**src/rtc_trim_pkg.sv**
```systemverilog
// shared constants, types and register map for the alarm and trim monitor block
package rtc_trim_pkg;

	// clock and timing
	localparam int CLK_HZ          = 200_000_000;          // system clock rate
	localparam int SEC_CYCLES_DEF  = CLK_HZ;               // cycles in one second
	localparam int CONV_TIME_MS    = 22;                   // conversion time, ms
	localparam int CONV_CYCLES_DEF = CONV_TIME_MS * (CLK_HZ / 1000);
	localparam int PULSE_TIME_MS   = 250;                  // pulsed irq low time, ms
	localparam int PULSE_CYCLES_DEF = PULSE_TIME_MS * (CLK_HZ / 1000);

	// measurement periods in minutes
	localparam logic [9:0] SLOW_PERIOD_MIN = 10'd10;       // rate bit clear
	localparam logic [9:0] FAST_PERIOD_MIN = 10'd1;        // rate bit set
	localparam logic [9:0] SEC_PER_MIN     = 10'd60;

	// register byte addresses
	localparam logic [7:0] ADDR_STATUS    = 8'h07;
	localparam logic [7:0] ADDR_CONTROL   = 8'h08;
	localparam logic [7:0] ADDR_SENSE     = 8'h0d;
	localparam logic [7:0] ADDR_FINAL_AT  = 8'h0e;
	localparam logic [7:0] ADDR_FINAL_DT  = 8'h0f;
	localparam logic [7:0] ADDR_ALARM_LO  = 8'h10;
	localparam logic [7:0] ADDR_ALARM_HI  = 8'h15;
	localparam int         ALARM_BYTES    = 6;

	// field positions
	localparam int STAT_ALARM_BIT   = 4;   // alarm_flag in status
	localparam int CTRL_AUTO_FLAG_RESET_BIT    = 7;   // auto_flag_reset
	localparam int CTRL_IM_BIT      = 6;   // pulsed_irq_select
	localparam int SENSE_TSE_BIT    = 7;   // temperature sense enable
	localparam int SENSE_BATTERY_SENSE_ENABLE_BIT   = 6;   // battery_sense_enable
	localparam int SENSE_BATTERY_SENSE_RATE_BIT   = 5;   // battery_sense_rate
	localparam int ALARM_EN_BIT     = 7;   // match enable in each alarm byte

	// reset values
	localparam logic [7:0] ALARM_RST    = 8'h00;
	localparam logic [7:0] RDATA_RST    = 8'h00;
	localparam logic [3:0] FSEL_OFF     = 4'h0;   // frequency output disabled

	// trim arithmetic
	localparam logic [6:0]  AT_ZERO_CODE = 7'd32;  // code giving zero steps
	localparam logic [10:0] DT_HALF_PPM  = 11'd61; // one digital step, 0.5 ppm units
	localparam logic [5:0]  GAIN_UNITY   = 6'd16;  // unity step, 1/16 units
	localparam logic [4:0]  GAIN_LOW_MAX = 5'h08;  // deepest reduction code

	// carrier types
	typedef struct packed {
		logic [7:0] weekday;
		logic [7:0] month;
		logic [7:0] date;
		logic [7:0] hour;
		logic [7:0] minute;
		logic [7:0] second;
	} cal_type;

	typedef struct packed {
		logic [5:0] analog_trim;
		logic [4:0] digital_trim;
	} trim_type;

	typedef enum logic [1:0] {
		SCH_IDLE = 2'b00,
		SCH_WAIT = 2'b01,
		SCH_CONV = 2'b10
	} sched_state_type;

endpackage

```
**src/rtc_alarm_and_trim_monitor.sv**
```systemverilog
// alarm, trim monitors, gain factor and battery sensing schedule
// Notes on behaviour
// [RULE1] battery sensing every ten or one minutes
// [RULE2] sensing disabled means no periodic conversions
// [RULE3] each conversion lasts 22 ms always
// [RULE4] gain loaded at power-up, writes ignored
// [RULE5] gain code scales analog step size
// [RULE6] final analog trim readable, six bits
// [RULE7] final digital trim readable, five bits
// [RULE8] digital trim is sign-magnitude, 30.5 ppm units
// [RULE9] alarm byte top bit enables comparison
// [RULE10] six alarm bytes, no year byte
// [RULE11] alarm fires when enabled bytes all match
// [RULE12] single mode holds pin low until cleared
// [RULE13] pulsed mode pulses pin every match
// [RULE14] host clears flag by writing zero
// [RULE15] auto reset clears flag on status read
// [RULE16] host picks fast rate for swinging temperature
// [RULE17] battery sensing needs enable and good battery
// [RULE18] analog code maps linearly, +32 to -31
// [RULE19] pulse width fixed, under one second
`timescale 1ns/1ps
module rtc_alarm_and_trim_monitor import rtc_trim_pkg::*; #(
	parameter int SEC_CYCLES   = SEC_CYCLES_DEF,
	parameter int CONV_CYCLES  = CONV_CYCLES_DEF,
	parameter int PULSE_CYCLES = PULSE_CYCLES_DEF
) (
	// clock and reset
	input  wire logic        sys_clk_i,
	input  wire logic        rst_n_i,
	// register port
	input  wire logic [7:0]  reg_addr_i,
	input  wire logic [7:0]  reg_wdata_i,
	input  wire logic        reg_wr_i,
	input  wire logic        reg_rd_i,
	output logic      [7:0]  reg_rdata_o,
	// calendar from the counters
	input  wire cal_type     cal_i,
	input  wire logic        cal_update_i,
	// supply status pins
	input  wire logic        on_battery_i,
	input  wire logic        vbat_ok_i,
	// production gain value
	input  wire logic [4:0]  gain_code_i,
	// compensation engine
	input  wire trim_type    initial_trim_i,
	input  wire trim_type    comp_trim_i,
	output logic             conv_active_o,
	// decoded trim values
	output logic      [5:0]  gain_step_o,
	output logic      [6:0]  analog_trim_steps_o,
	output logic      [10:0] digital_trim_halfppm_o,
	// open-drain interrupt pin and frequency select
	input  wire logic        irq_or_freq_pin_i,
	output logic             irq_or_freq_pin_o,
	output logic             irq_or_freq_pin_oe_o,
	output logic      [3:0]  freq_sel_o,
	output logic             alarm_flag_o
);

	typedef struct packed {
		logic [ALARM_BYTES-1:0][7:0] alarm; // seconds..weekday alarm bytes
		logic        alarm_flag;
		logic        auto_flag_reset;
		logic        pulsed_irq_select;
		logic [3:0]  freq_sel;
		logic        tse;
		logic        battery_sense_enable;
		logic        battery_sense_rate;
		logic [4:0]  gain;
		logic        gain_loaded;
		trim_type    final_trim;
		logic [31:0] pulse_cnt;
		logic        pin_oe;
		logic [7:0]  rdata;
		logic        bat_s1;
		logic        bat_s2;
		logic        vok_s1;
		logic        vok_s2;
		logic [5:0]  gain_step;
		logic [6:0]  at_steps;
		logic [10:0] dt_halfppm;
	} mon_type;

	mon_type                r;           // registered state
	mon_type                n;           // next state
	logic [ALARM_BYTES-1:0] byte_hit;    // per byte: disabled or equal
	logic [ALARM_BYTES-1:0] byte_en;     // per byte enable
	logic                   match;       // alarm condition this update
	logic                   sense_on;    // scheduler enable
	logic                   conv_done;   // conversion end pulse
	logic [ALARM_BYTES-1:0][7:0] cal_bytes; // calendar in alarm order
	logic [10:0]            dt_mag;      // digital magnitude in 0.5 ppm

	assign cal_bytes = cal_i;

	// per-byte compare; the top bit is the enable, the rest must equal the calendar
	for (genvar g = 0; g < ALARM_BYTES; g++) begin : g_cmp
		assign byte_en[g]  = r.alarm[g][ALARM_EN_BIT]; // see [RULE9]
		assign byte_hit[g] = !byte_en[g] ||
			(r.alarm[g][ALARM_EN_BIT-1:0] == cal_bytes[g][ALARM_EN_BIT-1:0]);
	end

	// fire only on a calendar step, and only with something enabled
	assign match = cal_update_i && (|byte_en) && (&byte_hit); // see [RULE11]

	// battery side needs the enable and a healthy cell; main side uses the sense enable
	assign sense_on = r.bat_s2 ? (r.battery_sense_enable && r.vok_s2) : r.tse; // see [RULE17]

	assign dt_mag = 11'(r.final_trim.digital_trim[3:0] * DT_HALF_PPM);

	// conversion timing
	sense_scheduler #(
		.SEC_CYCLES  (SEC_CYCLES),
		.CONV_CYCLES (CONV_CYCLES)
	) u_sched (
		.sys_clk_i     (sys_clk_i),
		.rst_n_i       (rst_n_i),
		.enable_i      (sense_on),
		.fast_rate_i   (r.battery_sense_rate),
		.conv_active_o (conv_active_o),
		.conv_done_o   (conv_done)
	);

	// next-state logic
	always_comb begin
		n = r;
		// pin synchronisers
		n.bat_s1 = on_battery_i;
		n.bat_s2 = r.bat_s1;
		n.vok_s1 = vbat_ok_i;
		n.vok_s2 = r.vok_s1;

		// production gain is caught once after reset, never written by the host
		if (!r.gain_loaded) begin // see [RULE4]
			n.gain        = gain_code_i;
			n.gain_loaded = 1'b1;
		end

		// trim monitors follow the engine at each conversion end while tse is set, else the initial trims
		if (!r.tse) begin
			n.final_trim = initial_trim_i;
		end else if (conv_done) begin
			n.final_trim = comp_trim_i;
		end

		// register writes
		if (reg_wr_i) begin
			if (reg_addr_i == ADDR_STATUS && !reg_wdata_i[STAT_ALARM_BIT]) begin
				n.alarm_flag = 1'b0; // host writes zero to clear, see [RULE14]
			end
			if (reg_addr_i == ADDR_CONTROL) begin
				n.auto_flag_reset   = reg_wdata_i[CTRL_AUTO_FLAG_RESET_BIT];
				n.pulsed_irq_select = reg_wdata_i[CTRL_IM_BIT];
				n.freq_sel          = reg_wdata_i[3:0];
			end
			if (reg_addr_i == ADDR_SENSE) begin // only the top three bits take a write
				n.tse                  = reg_wdata_i[SENSE_TSE_BIT];
				n.battery_sense_enable = reg_wdata_i[SENSE_BATTERY_SENSE_ENABLE_BIT];
				n.battery_sense_rate   = reg_wdata_i[SENSE_BATTERY_SENSE_RATE_BIT];
			end
			// only six bytes exist, so no year compare is possible, see [RULE10]
			if (reg_addr_i >= ADDR_ALARM_LO && reg_addr_i <= ADDR_ALARM_HI) begin
				n.alarm[3'(reg_addr_i - ADDR_ALARM_LO)] = reg_wdata_i;
			end
		end

		// register reads, answered one cycle later
		if (reg_rd_i) begin
			if (reg_addr_i == ADDR_STATUS && r.auto_flag_reset) begin
				n.alarm_flag = 1'b0; // read clears the flag, see [RULE15]
			end
			if (reg_addr_i == ADDR_STATUS) begin
				n.rdata = 8'(r.alarm_flag) << STAT_ALARM_BIT;
			end else if (reg_addr_i == ADDR_CONTROL) begin
				n.rdata = {r.auto_flag_reset, r.pulsed_irq_select, 2'b00, r.freq_sel};
			end else if (reg_addr_i == ADDR_SENSE) begin
				n.rdata = {r.tse, r.battery_sense_enable, r.battery_sense_rate, r.gain};
			end else if (reg_addr_i == ADDR_FINAL_AT) begin
				n.rdata = {2'b00, r.final_trim.analog_trim}; // see [RULE6]
			end else if (reg_addr_i == ADDR_FINAL_DT) begin
				n.rdata = {3'b000, r.final_trim.digital_trim}; // see [RULE7]
			end else if (reg_addr_i >= ADDR_ALARM_LO && reg_addr_i <= ADDR_ALARM_HI) begin
				n.rdata = r.alarm[3'(reg_addr_i - ADDR_ALARM_LO)];
			end else begin
				n.rdata = RDATA_RST; // unmapped here reads zero
			end
		end

		// a match sets the flag after any clear so the event is never lost
		if (match) begin
			n.alarm_flag = 1'b1;
		end

		// pulse timer restarts at every match in pulsed mode
		if (match && r.pulsed_irq_select) begin
			n.pulse_cnt = 32'(PULSE_CYCLES); // see [RULE19]
		end else if (r.pulse_cnt != '0) begin
			n.pulse_cnt = 32'(r.pulse_cnt - 32'd1);
		end

		// pin drive: frequency output owns the pin when selected
		if (r.freq_sel != FSEL_OFF) begin
			n.pin_oe = 1'b0;
		end else if (r.pulsed_irq_select) begin
			n.pin_oe = (n.pulse_cnt != '0); // see [RULE13]
		end else begin
			n.pin_oe = n.alarm_flag; // see [RULE12]
		end

		// gain step in sixteenths; reserved codes 9..15 fall back to unity
		if (r.gain == 5'h00) begin // see [RULE5]
			n.gain_step = GAIN_UNITY;
		end else if (r.gain <= GAIN_LOW_MAX) begin
			n.gain_step = 6'(GAIN_UNITY - {1'b0, r.gain});
		end else if (r.gain[4]) begin
			n.gain_step = 6'({1'b0, r.gain} + 6'd1);
		end else begin
			n.gain_step = GAIN_UNITY;
		end

		// analog steps: 32 minus the code, as a signed value
		n.at_steps = 7'(AT_ZERO_CODE - {1'b0, r.final_trim.analog_trim}); // see [RULE18]

		// digital trim: bit 4 negates the magnitude
		n.dt_halfppm = r.final_trim.digital_trim[4] ? 11'(~dt_mag + 11'd1) : dt_mag; // see [RULE8]
	end

	// state register; the gain strap is caught by the clocked path after release
	always_ff @(posedge sys_clk_i or negedge rst_n_i) begin
		if (!rst_n_i) begin
			r <= '{alarm: {ALARM_BYTES{ALARM_RST}}, freq_sel: FSEL_OFF, rdata: RDATA_RST,
				gain_step: GAIN_UNITY, at_steps: AT_ZERO_CODE, default: '0};
		end else begin
			r <= n;
		end
	end

	// outputs straight from flops, except the pin data tied low
	assign reg_rdata_o            = r.rdata;
	assign irq_or_freq_pin_o      = 1'b0;
	assign irq_or_freq_pin_oe_o   = r.pin_oe;
	assign freq_sel_o             = r.freq_sel;
	assign alarm_flag_o           = r.alarm_flag;
	assign gain_step_o            = r.gain_step;
	assign analog_trim_steps_o    = r.at_steps;
	assign digital_trim_halfppm_o = r.dt_halfppm;

endmodule // rtc_alarm_and_trim_monitor

```
**src/sense_scheduler.sv**
```systemverilog
// periodic temperature conversion scheduler
`timescale 1ns/1ps
module sense_scheduler import rtc_trim_pkg::*; #(
	parameter int SEC_CYCLES  = SEC_CYCLES_DEF,
	parameter int CONV_CYCLES = CONV_CYCLES_DEF
) (
	// clock and reset
	input  wire logic sys_clk_i,
	input  wire logic rst_n_i,
	// control
	input  wire logic enable_i,      // sensing allowed now
	input  wire logic fast_rate_i,   // one-minute period
	// converter handshake
	output logic      conv_active_o, // conversion window
	output logic      conv_done_o    // one-cycle end pulse
);

	typedef struct packed {
		sched_state_type st;
		logic [31:0]     tick;       // cycles inside the current second
		logic [9:0]      secs;       // seconds inside the current period
		logic [31:0]     conv;       // cycles inside the conversion
		logic            active;
		logic            done;
	} sch_type;

	sch_type    r;      // registered state
	sch_type    n;      // next state
	logic [9:0] period; // period in seconds

	// period length from the rate bit
	assign period = 10'((fast_rate_i ? FAST_PERIOD_MIN : SLOW_PERIOD_MIN) * SEC_PER_MIN);

	// next-state logic
	always_comb begin
		n      = r;
		n.done = 1'b0;
		unique case (r.st)
			SCH_IDLE: begin
				if (enable_i) begin // start a fresh period
					n.st   = SCH_WAIT;
					n.tick = '0;
					n.secs = '0;
				end
			end
			SCH_WAIT: begin
				if (!enable_i) begin // no periodic conversion when disabled, see [RULE2]
					n.st = SCH_IDLE;
				end else if (r.tick == 32'(SEC_CYCLES - 1)) begin
					n.tick = '0;
					if (r.secs == 10'(period - 10'd1)) begin // period reached, see [RULE1]
						n.st     = SCH_CONV;
						n.conv   = '0;
						n.active = 1'b1;
					end else begin
						n.secs = 10'(r.secs + 10'd1);
					end
				end else begin
					n.tick = 32'(r.tick + 32'd1);
				end
			end
			SCH_CONV: begin
				// a started conversion always runs to its end so the trims stay coherent
				if (r.conv == 32'(CONV_CYCLES - 1)) begin // fixed duration, see [RULE3]
					n.active = 1'b0;
					n.done   = 1'b1;
					n.st     = enable_i ? SCH_WAIT : SCH_IDLE;
					n.tick   = '0;
					n.secs   = '0;
				end else begin
					n.conv = 32'(r.conv + 32'd1);
				end
			end
			default: begin // unused code
				n.st = SCH_IDLE;
			end
		endcase
	end

	// state register
	always_ff @(posedge sys_clk_i or negedge rst_n_i) begin
		if (!rst_n_i) begin
			r <= '{st: SCH_IDLE, tick: '0, secs: '0, conv: '0, active: 1'b0, done: 1'b0};
		end else begin
			r <= n;
		end
	end

	assign conv_active_o = r.active;
	assign conv_done_o   = r.done;

endmodule // sense_scheduler

```
**config.mk**
```make
export PLATFORM = sky130hd
export DESIGN_NAME = rtc_alarm_and_trim_monitor
export DESIGN_NICKNAME = d
export VERILOG_FILES = /design/src/rtc_trim_pkg.sv /design/src/rtc_alarm_and_trim_monitor.sv /design/src/sense_scheduler.sv
export SDC_FILE = /design/constraint.sdc
export NUM_CORES = 1
export LEC_CHECK = 0
export ABC_AREA = 1
export BUFFER_PORTS_ARGS = -buffer_cell sky130_fd_sc_hd__buf_4
export CAP_MARGIN = 20
export CORE_ASPECT_RATIO = 0.7
export CORE_MARGIN = 2
export CORE_UTILIZATION = 55
export CTS_CLUSTER_SIZE = 24
export DETAILED_ROUTE_END_ITERATION = 10
export PLACE_DENSITY = 0.82
export SLEW_MARGIN = 20
export SYNTH_ARGS = -nofsm -noshare
export SYNTH_HDL_FRONTEND = slang
export SYNTH_SLANG_ARGS = --single-unit
```
**constraint.sdc**
```tcl
create_clock -name sys_clk_i -period 4.3 [get_ports sys_clk_i]
set_input_delay 0.215 -clock sys_clk_i [delete_from_list [all_inputs] [get_ports sys_clk_i]]
set_output_delay 0.215 -clock sys_clk_i [all_outputs]
set_load 0.02 [all_outputs]
```
# After elaboration in Yosys (flattened, before gate mapping)
# Cells that the tools add are included.
# word_totals
reg_bits	222
latchBits	0
mem_bits_rw	0
romBits	0
input_bits	99
output_inout_bits	40
wordCells	162
memories	0
# op_classes
n_addsub	10
mul	2
div_mod_pow	0
magnitude_cmp	5
n_eq_ne	26
shifts	0
muxes	47
n_bitwise	1
n_reduce_logical	38
# ops
operator	n
32-bit 2-to-1 mux	4
42-bit one-hot mux with 3 select lines	1
44-bit 2-to-1 mux	2
75-bit 2-to-1 mux	1
33-bit one-hot mux with 2 select lines	1
32-bit by 1-bit adder with 32-bit output (second input constant)	2
8-bit 2-to-1 mux	8
32-bit nonzero test	2
48-bit bitwise mux	1
43-bit 2-to-1 mux	1
7-bit equality test	6
11-bit 2-to-1 mux	3
33-bit 2-to-1 mux	1
32-bit by 23-bit equality test with 1-bit output (second input constant)	1
32-bit by 28-bit equality test with 1-bit output (second input constant)	1
8-bit by 4-bit equality test with 1-bit output (second input constant)	4
32-bit by 1-bit subtractor with 32-bit output (second input constant)	1
8-bit binary-select mux with 3-bit select	1
8-bit demux with 3-bit select	1
6-bit 2-to-1 mux	4
10-bit 2-to-1 mux	2
2-bit by 1-bit inequality test with 1-bit output (second input constant)	6
6-bit AND reduction	2
11-bit by 1-bit adder with 11-bit output (second input constant)	1
other kinds (37)	72

# Longest topological paths before layout
# Gate-level depths: netlist of the first run.
# logic_depth
ltp_word	9
depth_mapped	18

# Modules after synthesis
# From an unflattened synthesis of the first run, not the netlist that was laid out.
# unflattened
cells_unflattened	1958
hier_area_um2	13942.1
# by_module_without_submodules
mod	instances	cells_per_inst	area_per_inst_um2	seq_area_each_um2
rtc_alarm_and_trim_monitor	1	1104	8531.9	3606.0
sense_scheduler	1	854	5410.2	1951.9

# Worst setup path after synthesis of the first run
# No wires, ideal clock.
# synth_timing
path_kind	flip-flop to flip-flop
startpoint	reg r[71] (netlist name)
endpoint	reg r, in the netlist digital_trim_halfppm_o[9]
setup_ps	118
t_arrival_ps	2958
t_required_ps	4182
slack_ps	1224
stages_incl_launch_ff	15
path_cell_list	dfrtp_1 -> fa_1 -> inv_1 -> fa_1 -> inv_1 -> ha_1 -> a21oi_1 -> nand2_1 -> a21oi_1 -> o21ai_0 -> xor2_1 -> inv_1 -> a31oi_1 -> xor2_1 -> inv_1
# synth_lines
item	line	text
start: declaration	rtc_alarm_and_trim_monitor.sv:85	mon_type r;
start signal: assignment	rtc_alarm_and_trim_monitor.sv:232	r <= '{alarm: {ALARM_BYTES{ALARM_RST}}, freq_sel: FSEL_OFF, rdata: RDATA_RST,
start signal: assignment	rtc_alarm_and_trim_monitor.sv:235	r <= n;

==> flow_summary.ini, run 1 <==
[floorplanning]
boundaryPins = 139
dieArea_mm2 = 0.0260
num_rows = 48
die_w_um = 192
initial_utilization_pct = 55.6
dieHeight_um = 136
core_area_mm2 = 0.0244

[setup_path]
slowest_stage = fa_1
cp_max_fo = 7
slowest_delay_ns = 0.60
crit_chain = fa_1 > inv_1 > fa_1 > inv_1 > ha_1 > nand3_1 > nand2_1 > a21oi_1 > o21ai_0 > xor2_1 > inv_1 > a31oi_1 > xor2_1 > inv_1
path_common_cell = inv_1
worst-setup-path-type = reg2reg
start_kind = flip-flop
worstPathRequired_ns = 4.72
crit_path_end_kind = flip-flop
worstPathArrival_ns = 3.76

[route]
drtIter0Drc = 1433
via_per_inst = 5.61
num_vias = 12900
wire_per_inst_um = 16.5
ant_nets = 0
wirelength_um = 37900
drc = 0
drt_pass1_iterations = 6

[yosys]
synth_area_leader_cell = dfrtp_1
synthesis.nets = 1958
synth_ff_type = dfrtp_1
synth_edf_count = 0
async_reset_ff_share_pct = 100
yosysSeqAreaShare_pct = 40.9
synth-warning-count = 0
synth-seq-cells = 222
netlist_instances = 1831
synth.top_cell.area_share_pct = 40.5
synth_area_per_cell_um2 = 7.43
ys_top_cells_by_area = dfrtp_1, nand2_1, inv_1, nor2_1, o21ai_0
ys_types = 52
synth_area_mm2 = 0.0136

[power_and_ir_drop]
p_per_area_mw_per_mm2 = 347
p_sw_share_pct = 28.1
internal_power_mw = 3.93
combPwrFrac_pct = 16.6
ir_drop_uv = 329
power_mw = 5.47
seqPwrFrac_pct = 42.7
net-switching-power_mw = 1.53
clkPwrFrac_pct = 40.8
leakage_nw = 7.32

[clock_network]
cts_tree = done
clk_latency_ns = 0.54
h-tree-depth = 1
clock-sinks = 222
cts_setup_buffers = 0
clk_pin_slew_ns = 0.06
cts_buffers = 23
ctsLongestPathBuffers = 3
clockRootBuffer = clkbuf_16

[sta]
hold_viol_final = 0
tns_ns = 0
max_freq_mhz = 300
fin_crit_sh_pct = 77.5
clock_skew_ns = 0.0135
grt_setup_unrepaired = false
timing.final.crit_period_ns = 3.33
final-setup-viol-count = 0
tightestPinTransition_ns = 0.860
slew_violations = 0
slew_headroom_pct = 42.1

[placed_design]
routabilityCongestion = 0.930
hpwlAfterDp_um = 28300
portBuffers = 130

[final_layout]
nFillCells = 2120
nNetsFinal = 2075
syn_to_final_growth_pct = 15.8
layout.cells.most_common = nand2_1
drive_gt1_share_pct = 11.1
final_util_pct = 64.4
layout_common_cells = nand2_1, inv_1, dfrtp_1

[global_routing]
grt_max_degree = 98
antenna_found_initial = 1
track_usage_pct = 29.8
grt_pass1_vias = 12000
grt-ovfl-total = 0
grt_pass1_wl_um = 61400

[hold_path]
hp-class = in2reg

[flow_run]
max_cap_viol_count = 0

[run_status]
status = complete, no violations
==> Yosys cell counts (9+ instances only) <==
cell type / number
a21oi_1: 43
buf_2: 9
buf_4: 39
clkbuf_1: 24
dfrtp_1: 220
ha_1: 23
inv_1: 252
nand2_1: 445
nand3_1: 95
nand4_1: 43
nor2_1: 192
nor3_1: 56
nor4_1: 27
o211ai_1: 26
o21ai_0: 125
o22ai_1: 28
xnor2_1: 34
xor2_1: 56
==> worst paths after layout <==
path,from,cells after the start,endpoint,slack [ns]
setup reg to reg,r[71],14,digital_trim_halfppm_o[9],0.97
hold reg to reg,n[24],0,r[24],0.34
hold / removal,comp_trim_i[1],3,r[70],0.02
max in group asynchronous,rst_n_i,3,u_sched.r[60],2.99
setup / recovery,r[71],14,digital_trim_halfppm_o[9],0.97
min in group asynchronous,rst_n_i,2,digital_trim_halfppm_o[5],0.23
==> cell type report <==
class                   instances  area, um2  area share [%]
diodes                          1       2.50          0.0159
clock buffers                  30        642            4.07
clock inverters                12        200            1.27
inverters                     260        978            6.21
multi-input cells            1275       6610            42.0
flip-flops and latches        222       5560            35.3
well taps                     325        407            2.58
repair buffers                166       1350            8.59
==> routing by layer <==
layer	wire (um)	up-vias	global-route usage (%)
met1	17200	6052	44.4
met4	797	0	6.58
li1	-	6161	-
met5	0	-	0
met3	3980	69	7.82
met2	16000	579	43.6
==> sequential cells by signal, summed over array words and instances, names as in the netlist <==
register / count
alarm_flag_o: 1
u_sched.conv_active_o: 1
irq_or_freq_pin_oe_o: 1
r: 98
n: 2
freq_sel_o: 4
reg_rdata_o: 8
gain_step_o: 6
digital_trim_halfppm_o: 11
u_sched.r: 76
byte_en: 6
u_sched.conv_done_o: 1
analog_trim_steps_o: 7
==> metrics by stage <==
step	hold WS, ns	area [um2]	std cells	setup slack [ns]
after floorplan	-0.0806	13600	1831	1.22
after global placement	0.240	14600	2218	1.02
after detailed placement	0.243	14600	2218	0.952
after CTS	0.0124	15700	2290	0.960
after global routing	0.0453	15800	2291	0.669
final	0.0187	15800	2291	0.966
==> worst max-delay path: cells and delay by family (launching register included) <==
kind	cells	cell delay, ns
xor+xnor	2	0.40
flops	1	0.49
simple gates	2	0.20
buf+inv	4	0.24
compound gates	3	0.47
fa+ha+maj	3	1.44
==> what timing repair did <==
action / CTS / global route
endpoints found under the hold margin: 101 / 0
hold buffers: 30 / 0
resized for setup: 0 / 0
setup endpoints to repair: 0 / 0
==> power groups by stage <==
stage | sequential (mW) | combinational (mW) | clock (mW)
after floorplan | 2.34 | 0.601 | 0
after global placement | 2.36 | 0.851 | 0
after detailed placement | 2.37 | 0.870 | 0
after CTS | 2.33 | 0.898 | 2.26
after global routing | 2.35 | 1.01 | 2.37
final | 2.33 | 0.905 | 2.23
==> cells by family (layout without fill, tap and decap cells) <==
| kind of cell | Yosys count | count (layout) | synth area share (%) |
|---|---|---|---|
| buffers and inverters | 334 | 468 | 10.5 |
| AO/OA/AOI/OAI | 255 | 255 | 10.8 |
| flip-flops | 222 | 222 | 40.9 |
| adder cells (fa/ha/maj) | 28 | 28 | 2.85 |
| AND/OR/NAND/NOR | 900 | 900 | 29.1 |
| XOR/XNOR | 90 | 90 | 5.80 |
| other | 2 | 3 | 0.0552 |
(Power assumes the default switching activity.)
==> inputs of run 2 (changes only) <==
--- a/config.mk
+++ b/config.mk
@@ -10,10 +10,10 @@
 export CAP_MARGIN = 20
 export CORE_ASPECT_RATIO = 0.7
 export CORE_MARGIN = 2
-export CORE_UTILIZATION = 55
+export CORE_UTILIZATION = 54
 export CTS_CLUSTER_SIZE = 24
 export DETAILED_ROUTE_END_ITERATION = 10
-export PLACE_DENSITY = 0.82
+export PLACE_DENSITY = 0.84
 export SLEW_MARGIN = 20
 export SYNTH_ARGS = -nofsm -noshare
 export SYNTH_HDL_FRONTEND = slang
==> constraint.sdc (replaced) <==
create_clock -name sys_clk_i -period 2.9 [get_ports sys_clk_i]
set_input_delay 0.145 -clock sys_clk_i [delete_from_list [all_inputs] [get_ports sys_clk_i]]
set_output_delay 0.145 -clock sys_clk_i [all_outputs]
set_load 0.02 [all_outputs]
==> run 2 against run 1 <==
Net effect:
- the flow now finishes with violations (negative setup slack)
- setup slack got worse by 1.1 ns
- critical path type unchanged
- final area increased by 2.5%
- sequential cell count unchanged
- sequential power increased by 48%
- core utilization increased by 1.0 points
- maximum frequency increased by 9.5%
- highest routed layer unchanged
- clock skew about the same
==> flow_summary.ini, run 2 (same netlist as run 1, synthesis figures left out) <==
[route]
wirelength_um = 38800
drc = 0
wire_per_inst_um = 16.7
drt_pass1_iterations = 6
drtIter0Drc = 1450
via_per_inst = 5.59
ant_nets = 0
num_vias = 13000

[hold_path]
hp-class = in2reg
whs_path_depth = 3

[sta]
tightestPinTransition_ns = 0.765
max_freq_mhz = 328
fin_crit_sh_pct = 105
hold_viol_final = 0
slew_headroom_pct = 49.0
final-setup-viol-count = 3
slew_violations = 0
clock_skew_ns = 0.0138
timing.final.crit_period_ns = 3.04
grt_setup_unrepaired = true
setup_slack_ns = -0.144

[power_and_ir_drop]
power_mw = 8.44
leakage_nw = 7.51
p_per_area_mw_per_mm2 = 523
ir_drop_uv = 445

[final_layout]
nNetsFinal = 2104
stdcell_area_mm2 = 0.0162
largest_register = r
layout.cells.most_common = nand2_1
antenna_cells = 0
largest_register_ff_count = 98
syn_to_final_growth_pct = 18.8
nFillCells = 2061
drive_gt1_share_pct = 13.4
layout_common_cells = nand2_1, inv_1, dfrtp_1

[clock_network]
clockRootBuffer = clkbuf_16
clk_latency_ns = 0.52
clock-sinks = 222
clk_pin_slew_ns = 0.06
ctsLongestPathBuffers = 3
cts_tree = done
h-tree-depth = 1
cts_buffers = 24

[setup_path]
crit_chain = fa_1 > inv_1 > fa_1 > inv_2 > ha_4 > a21oi_2 > nand2_2 > a21oi_2 > o21ai_2 > xor2_1 > inv_1 > a31oi_4 > xor2_1 > inv_1
r2r_cells = 14
worstPathRequired_ns = 3.31
slowest_delay_ns = 0.54
slowest_stage = fa_1
worst-setup-path-type = reg2reg
worstPathArrival_ns = 3.46
path_common_cell = inv_1
cp_max_fo = 4
start_kind = flip-flop
crit_path_end_kind = flip-flop

[flow_run]
max_cap_viol_count = 0

[floorplanning]
dieArea_mm2 = 0.0265
die_w_um = 194
boundaryPins = 139
initial_utilization_pct = 55.1
core_area_mm2 = 0.0247
num_rows = 48
dieHeight_um = 137

[placed_design]
routabilityCongestion = 0.985
portBuffers = 130
hpwlAfterDp_um = 28800
place_area_mm2 = 0.0148

[run_status]
status = finished, violations left
violations = negative setup slack

[global_routing]
track_usage_pct = 29.2
grt_pass1_wl_um = 62300
grt_max_degree = 94
grt_pass1_vias = 11900
grt-ovfl-total = 0
antenna_found_initial = 0
run 2: cell type report:
type | count | area, um2 | area share, %
Multi-Input combinational cell | 1275 | 6740 | 41.7
Tap cell | 325 | 407 | 2.52
Timing Repair Buffer | 194 | 1580 | 9.78
Sequential cell | 222 | 5560 | 34.4
Inverter | 260 | 978 | 6.06
Clock buffer | 33 | 686 | 4.24
Clock inverter | 10 | 205 | 1.27
run 2: per-layer routing:
layer / part of all wire, % / track usage [%] / vias up
met5: 0 / 0 / -
met2: 42 / 43.5 / 597
li1: - / - / 6207
met3: 10 / 6.83 / 71
met1: 46 / 43.4 / 6091
met4: 2.1 / 6.62 / 0
run 2: what timing repair did:
action	CTS	global route
gates cloned	0	0
hold buffers	31	0
buffers inserted	2	4
setup endpoints to repair	4	5
gates resized for setup	3	20
pin swaps	5	5
hold endpoints to repair	109	0
run 2: worst max-delay path, delay by kind of cell, from the launching register on:
kind            cells  cell delay (ns)
fa+ha+maj           3             1.25
xor+xnor            2             0.35
flops               1             0.44
simple gates        1             0.09
buf+inv             4             0.30
compound gates      4             0.52
run 2: power breakdown:
group	switching (mW)	internal, mW
Sequential	0.163	3.30
Clock	1.28	2.18
Combinational	0.901	0.620
Total	2.34	6.10
run 2: path summary, 6_finish.rpt:
path | from | end | slack, ns
worst max-delay path | r[71] | digital_trim_halfppm_o[9] | -0.14
max in group asynchronous | rst_n_i | gain_step_o[4] | 1.73
min in group asynchronous | rst_n_i | digital_trim_halfppm_o[0] | 0.19
worst max register to register | r[71] | digital_trim_halfppm_o[9] | -0.14
worst min register to register | n[24] | r[24] | 0.35
worst min-delay path | reg_wr_i | r[86] | 0.04
run 2: per-stage QoR:
stage          setup WS, ns  hold WS [ns]  std cells  util (%)  setup TNS [ns]
3_3_place_gp         -0.111         0.202       2241      60.0          -0.111
2_1_floorplan       -0.0668        -0.151       1831         -         -0.0668
5_1_grt              -0.288        0.0490       2319      65.4          -0.814
3_5_place_dp         -0.206         0.206       2241      60.0          -0.356
6_report             -0.144        0.0436       2319      65.4          -0.191
4_1_cts             -0.0942        0.0246       2317      65.0          -0.119
==> inputs of run 3 (changes only) <==
--- a/config.mk
+++ b/config.mk
@@ -14,6 +14,7 @@
 export CTS_CLUSTER_SIZE = 24
 export DETAILED_ROUTE_END_ITERATION = 10
 export PLACE_DENSITY = 0.84
+export SKIP_CTS_REPAIR_TIMING = 1
 export SLEW_MARGIN = 20
 export SYNTH_ARGS = -nofsm -noshare
 export SYNTH_HDL_FRONTEND = slang
==> run 3 against run 2 <==
Net effect:
- the flow still finishes with violations (negative setup slack)
- largest power group is now registers
- core utilization hardly changed
- maximum frequency is 0.53% lower
- critical path type unchanged
- clock skew is 0.0016 ns lower
- setup slack worse by 0.016 ns
- sequential cell count stayed put
- global-route usage is 0.44 points lower
==> flow_summary.ini, run 3 (same netlist as run 1, synthesis figures left out) <==
[sta]
hold_viol_final = 0
slew_violations = 0
slew_headroom_pct = 49.5
clock_skew_ns = 0.0122
tightestPinTransition_ns = 0.757
final-setup-viol-count = 4
timing.final.crit_period_ns = 3.06
setup_slack_ns = -0.160
max_freq_mhz = 327
grt_setup_unrepaired = true
hold_slack_ns = 0.0126
fin_crit_sh_pct = 106

[route]
wirelength_um = 38800
drt_pass1_iterations = 6
via_per_inst = 5.58
ant_nets = 0
wire_per_inst_um = 16.8
drc = 0
drtIter0Drc = 1462
num_vias = 12900

[final_layout]
syn_to_final_growth_pct = 18.8
drive_gt1_share_pct = 13.4
nFillCells = 2061
nNetsFinal = 2101
layout.cells.most_common = nand2_1
largest_register = r
antenna_cells = 0
largest_register_ff_count = 98
layout_common_cells = nand2_1, inv_1, dfrtp_1
final_util_pct = 65.4

[clock_network]
clk_pin_slew_ns = 0.06
cts_buffers = 24
clockRootBuffer = clkbuf_16
clk_latency_ns = 0.52
cts_tree = done
h-tree-depth = 1
clock-sinks = 222
ctsLongestPathBuffers = 3

[global_routing]
grt-ovfl-total = 0
grt_pass1_wl_um = 61300
grt_pass1_vias = 11800
track_usage_pct = 28.8
grt_max_degree = 94
antenna_found_initial = 0

[floorplanning]
initial_utilization_pct = 55.1
num_rows = 48
dieHeight_um = 137
boundaryPins = 139
core_area_mm2 = 0.0247
die_w_um = 194
dieArea_mm2 = 0.0265

[power_and_ir_drop]
leakage_nw = 7.49
ir_drop_uv = 458
p_per_area_mw_per_mm2 = 525

[setup_path]
crit_path_end_kind = flip-flop
cp_max_fo = 5
worstPathArrival_ns = 3.47
worst-setup-path-type = reg2reg
start_kind = flip-flop
worstPathRequired_ns = 3.31

[placed_design]
hpwlAfterDp_um = 28800
routabilityCongestion = 0.985
portBuffers = 130
dp_slack_ns = -0.206

[flow_run]
max_cap_viol_count = 0

[run_status]
status = finished, violations left
violations = negative setup slack

[hold_path]
hp-class = in2reg
run 3: changes by cell type in the layout (fill, tap and decap cells not counted), sizes merged:
| cell | previous run | this run |
|---|---|---|
| dlygate4sd3 | 31 | 30 |
| buf | 163 | 161 |
run 3: metal layers:
metal  vias to the layer above  GRT usage [%]  wire length (um)
met2                       591           42.3             16400
met5                         -              0                 0
met1                      6060           43.4             17900
met3                        66           6.48              3780
met4                         0           6.40               815
li1                       6196              -                 -
run 3: worst paths after layout:
kind	from	end	slack, ns	cells after the start
worst max register to register	r[70]	digital_trim_halfppm_o[9]	-0.16	14
worst min register to register	n[24]	r[24]	0.35	0
worst min-delay path	comp_trim_i[2]	r[71]	0.01	3
worst max-delay path	r[70]	digital_trim_halfppm_o[9]	-0.16	14
min in group asynchronous	rst_n_i	digital_trim_halfppm_o[0]	0.20	2
max in group asynchronous	rst_n_i	gain_step_o[4]	1.73	3
run 3: where the power goes:
group / switching (mW) / internal [mW] / total, mW
Sequential: 0.163 / 3.30 / 3.46
Combinational: 0.917 / 0.636 / 1.55
Clock: 1.28 / 2.18 / 3.46
run 3: worst max-delay path, cell delays in order, from the launching register on:
cell and delay [ns]:
dfrtp_2 0.44, fa_1 0.55, inv_1 0.07, fa_1 0.49, inv_2 0.05, ha_4 0.22, a21oi_2 0.15, nand2_2 0.09
a21oi_2 0.14, o21ai_1 0.08, xor2_1 0.22, inv_2 0.08, a31oi_4 0.15, xor2_1 0.16, inv_1 0.05
run 3: final cells by class:
type,count,area (um2),share of cell area [%]
Sequential cell,222,5560,34.4
Clock buffer,33,686,4.25
Tap cell,325,407,2.52
Inverter,260,978,6.06
Clock inverter,10,205,1.27
Timing Repair Buffer,191,1560,9.67
Multi-Input combinational cell,1275,6750,41.8
run 3: metrics by stage:
step	std cells	TNS, ns	cell area (um2)	total power [mW]
after floorplan	1831	-0.0668	13600	4.38
after global placement	2241	-0.111	14800	4.85
after CTS	2284	-0.409	15700	8.35
final	2316	-0.345	16100	8.47
after detailed placement	2241	-0.356	14800	4.89
after global routing	2316	-0.835	16100	8.84
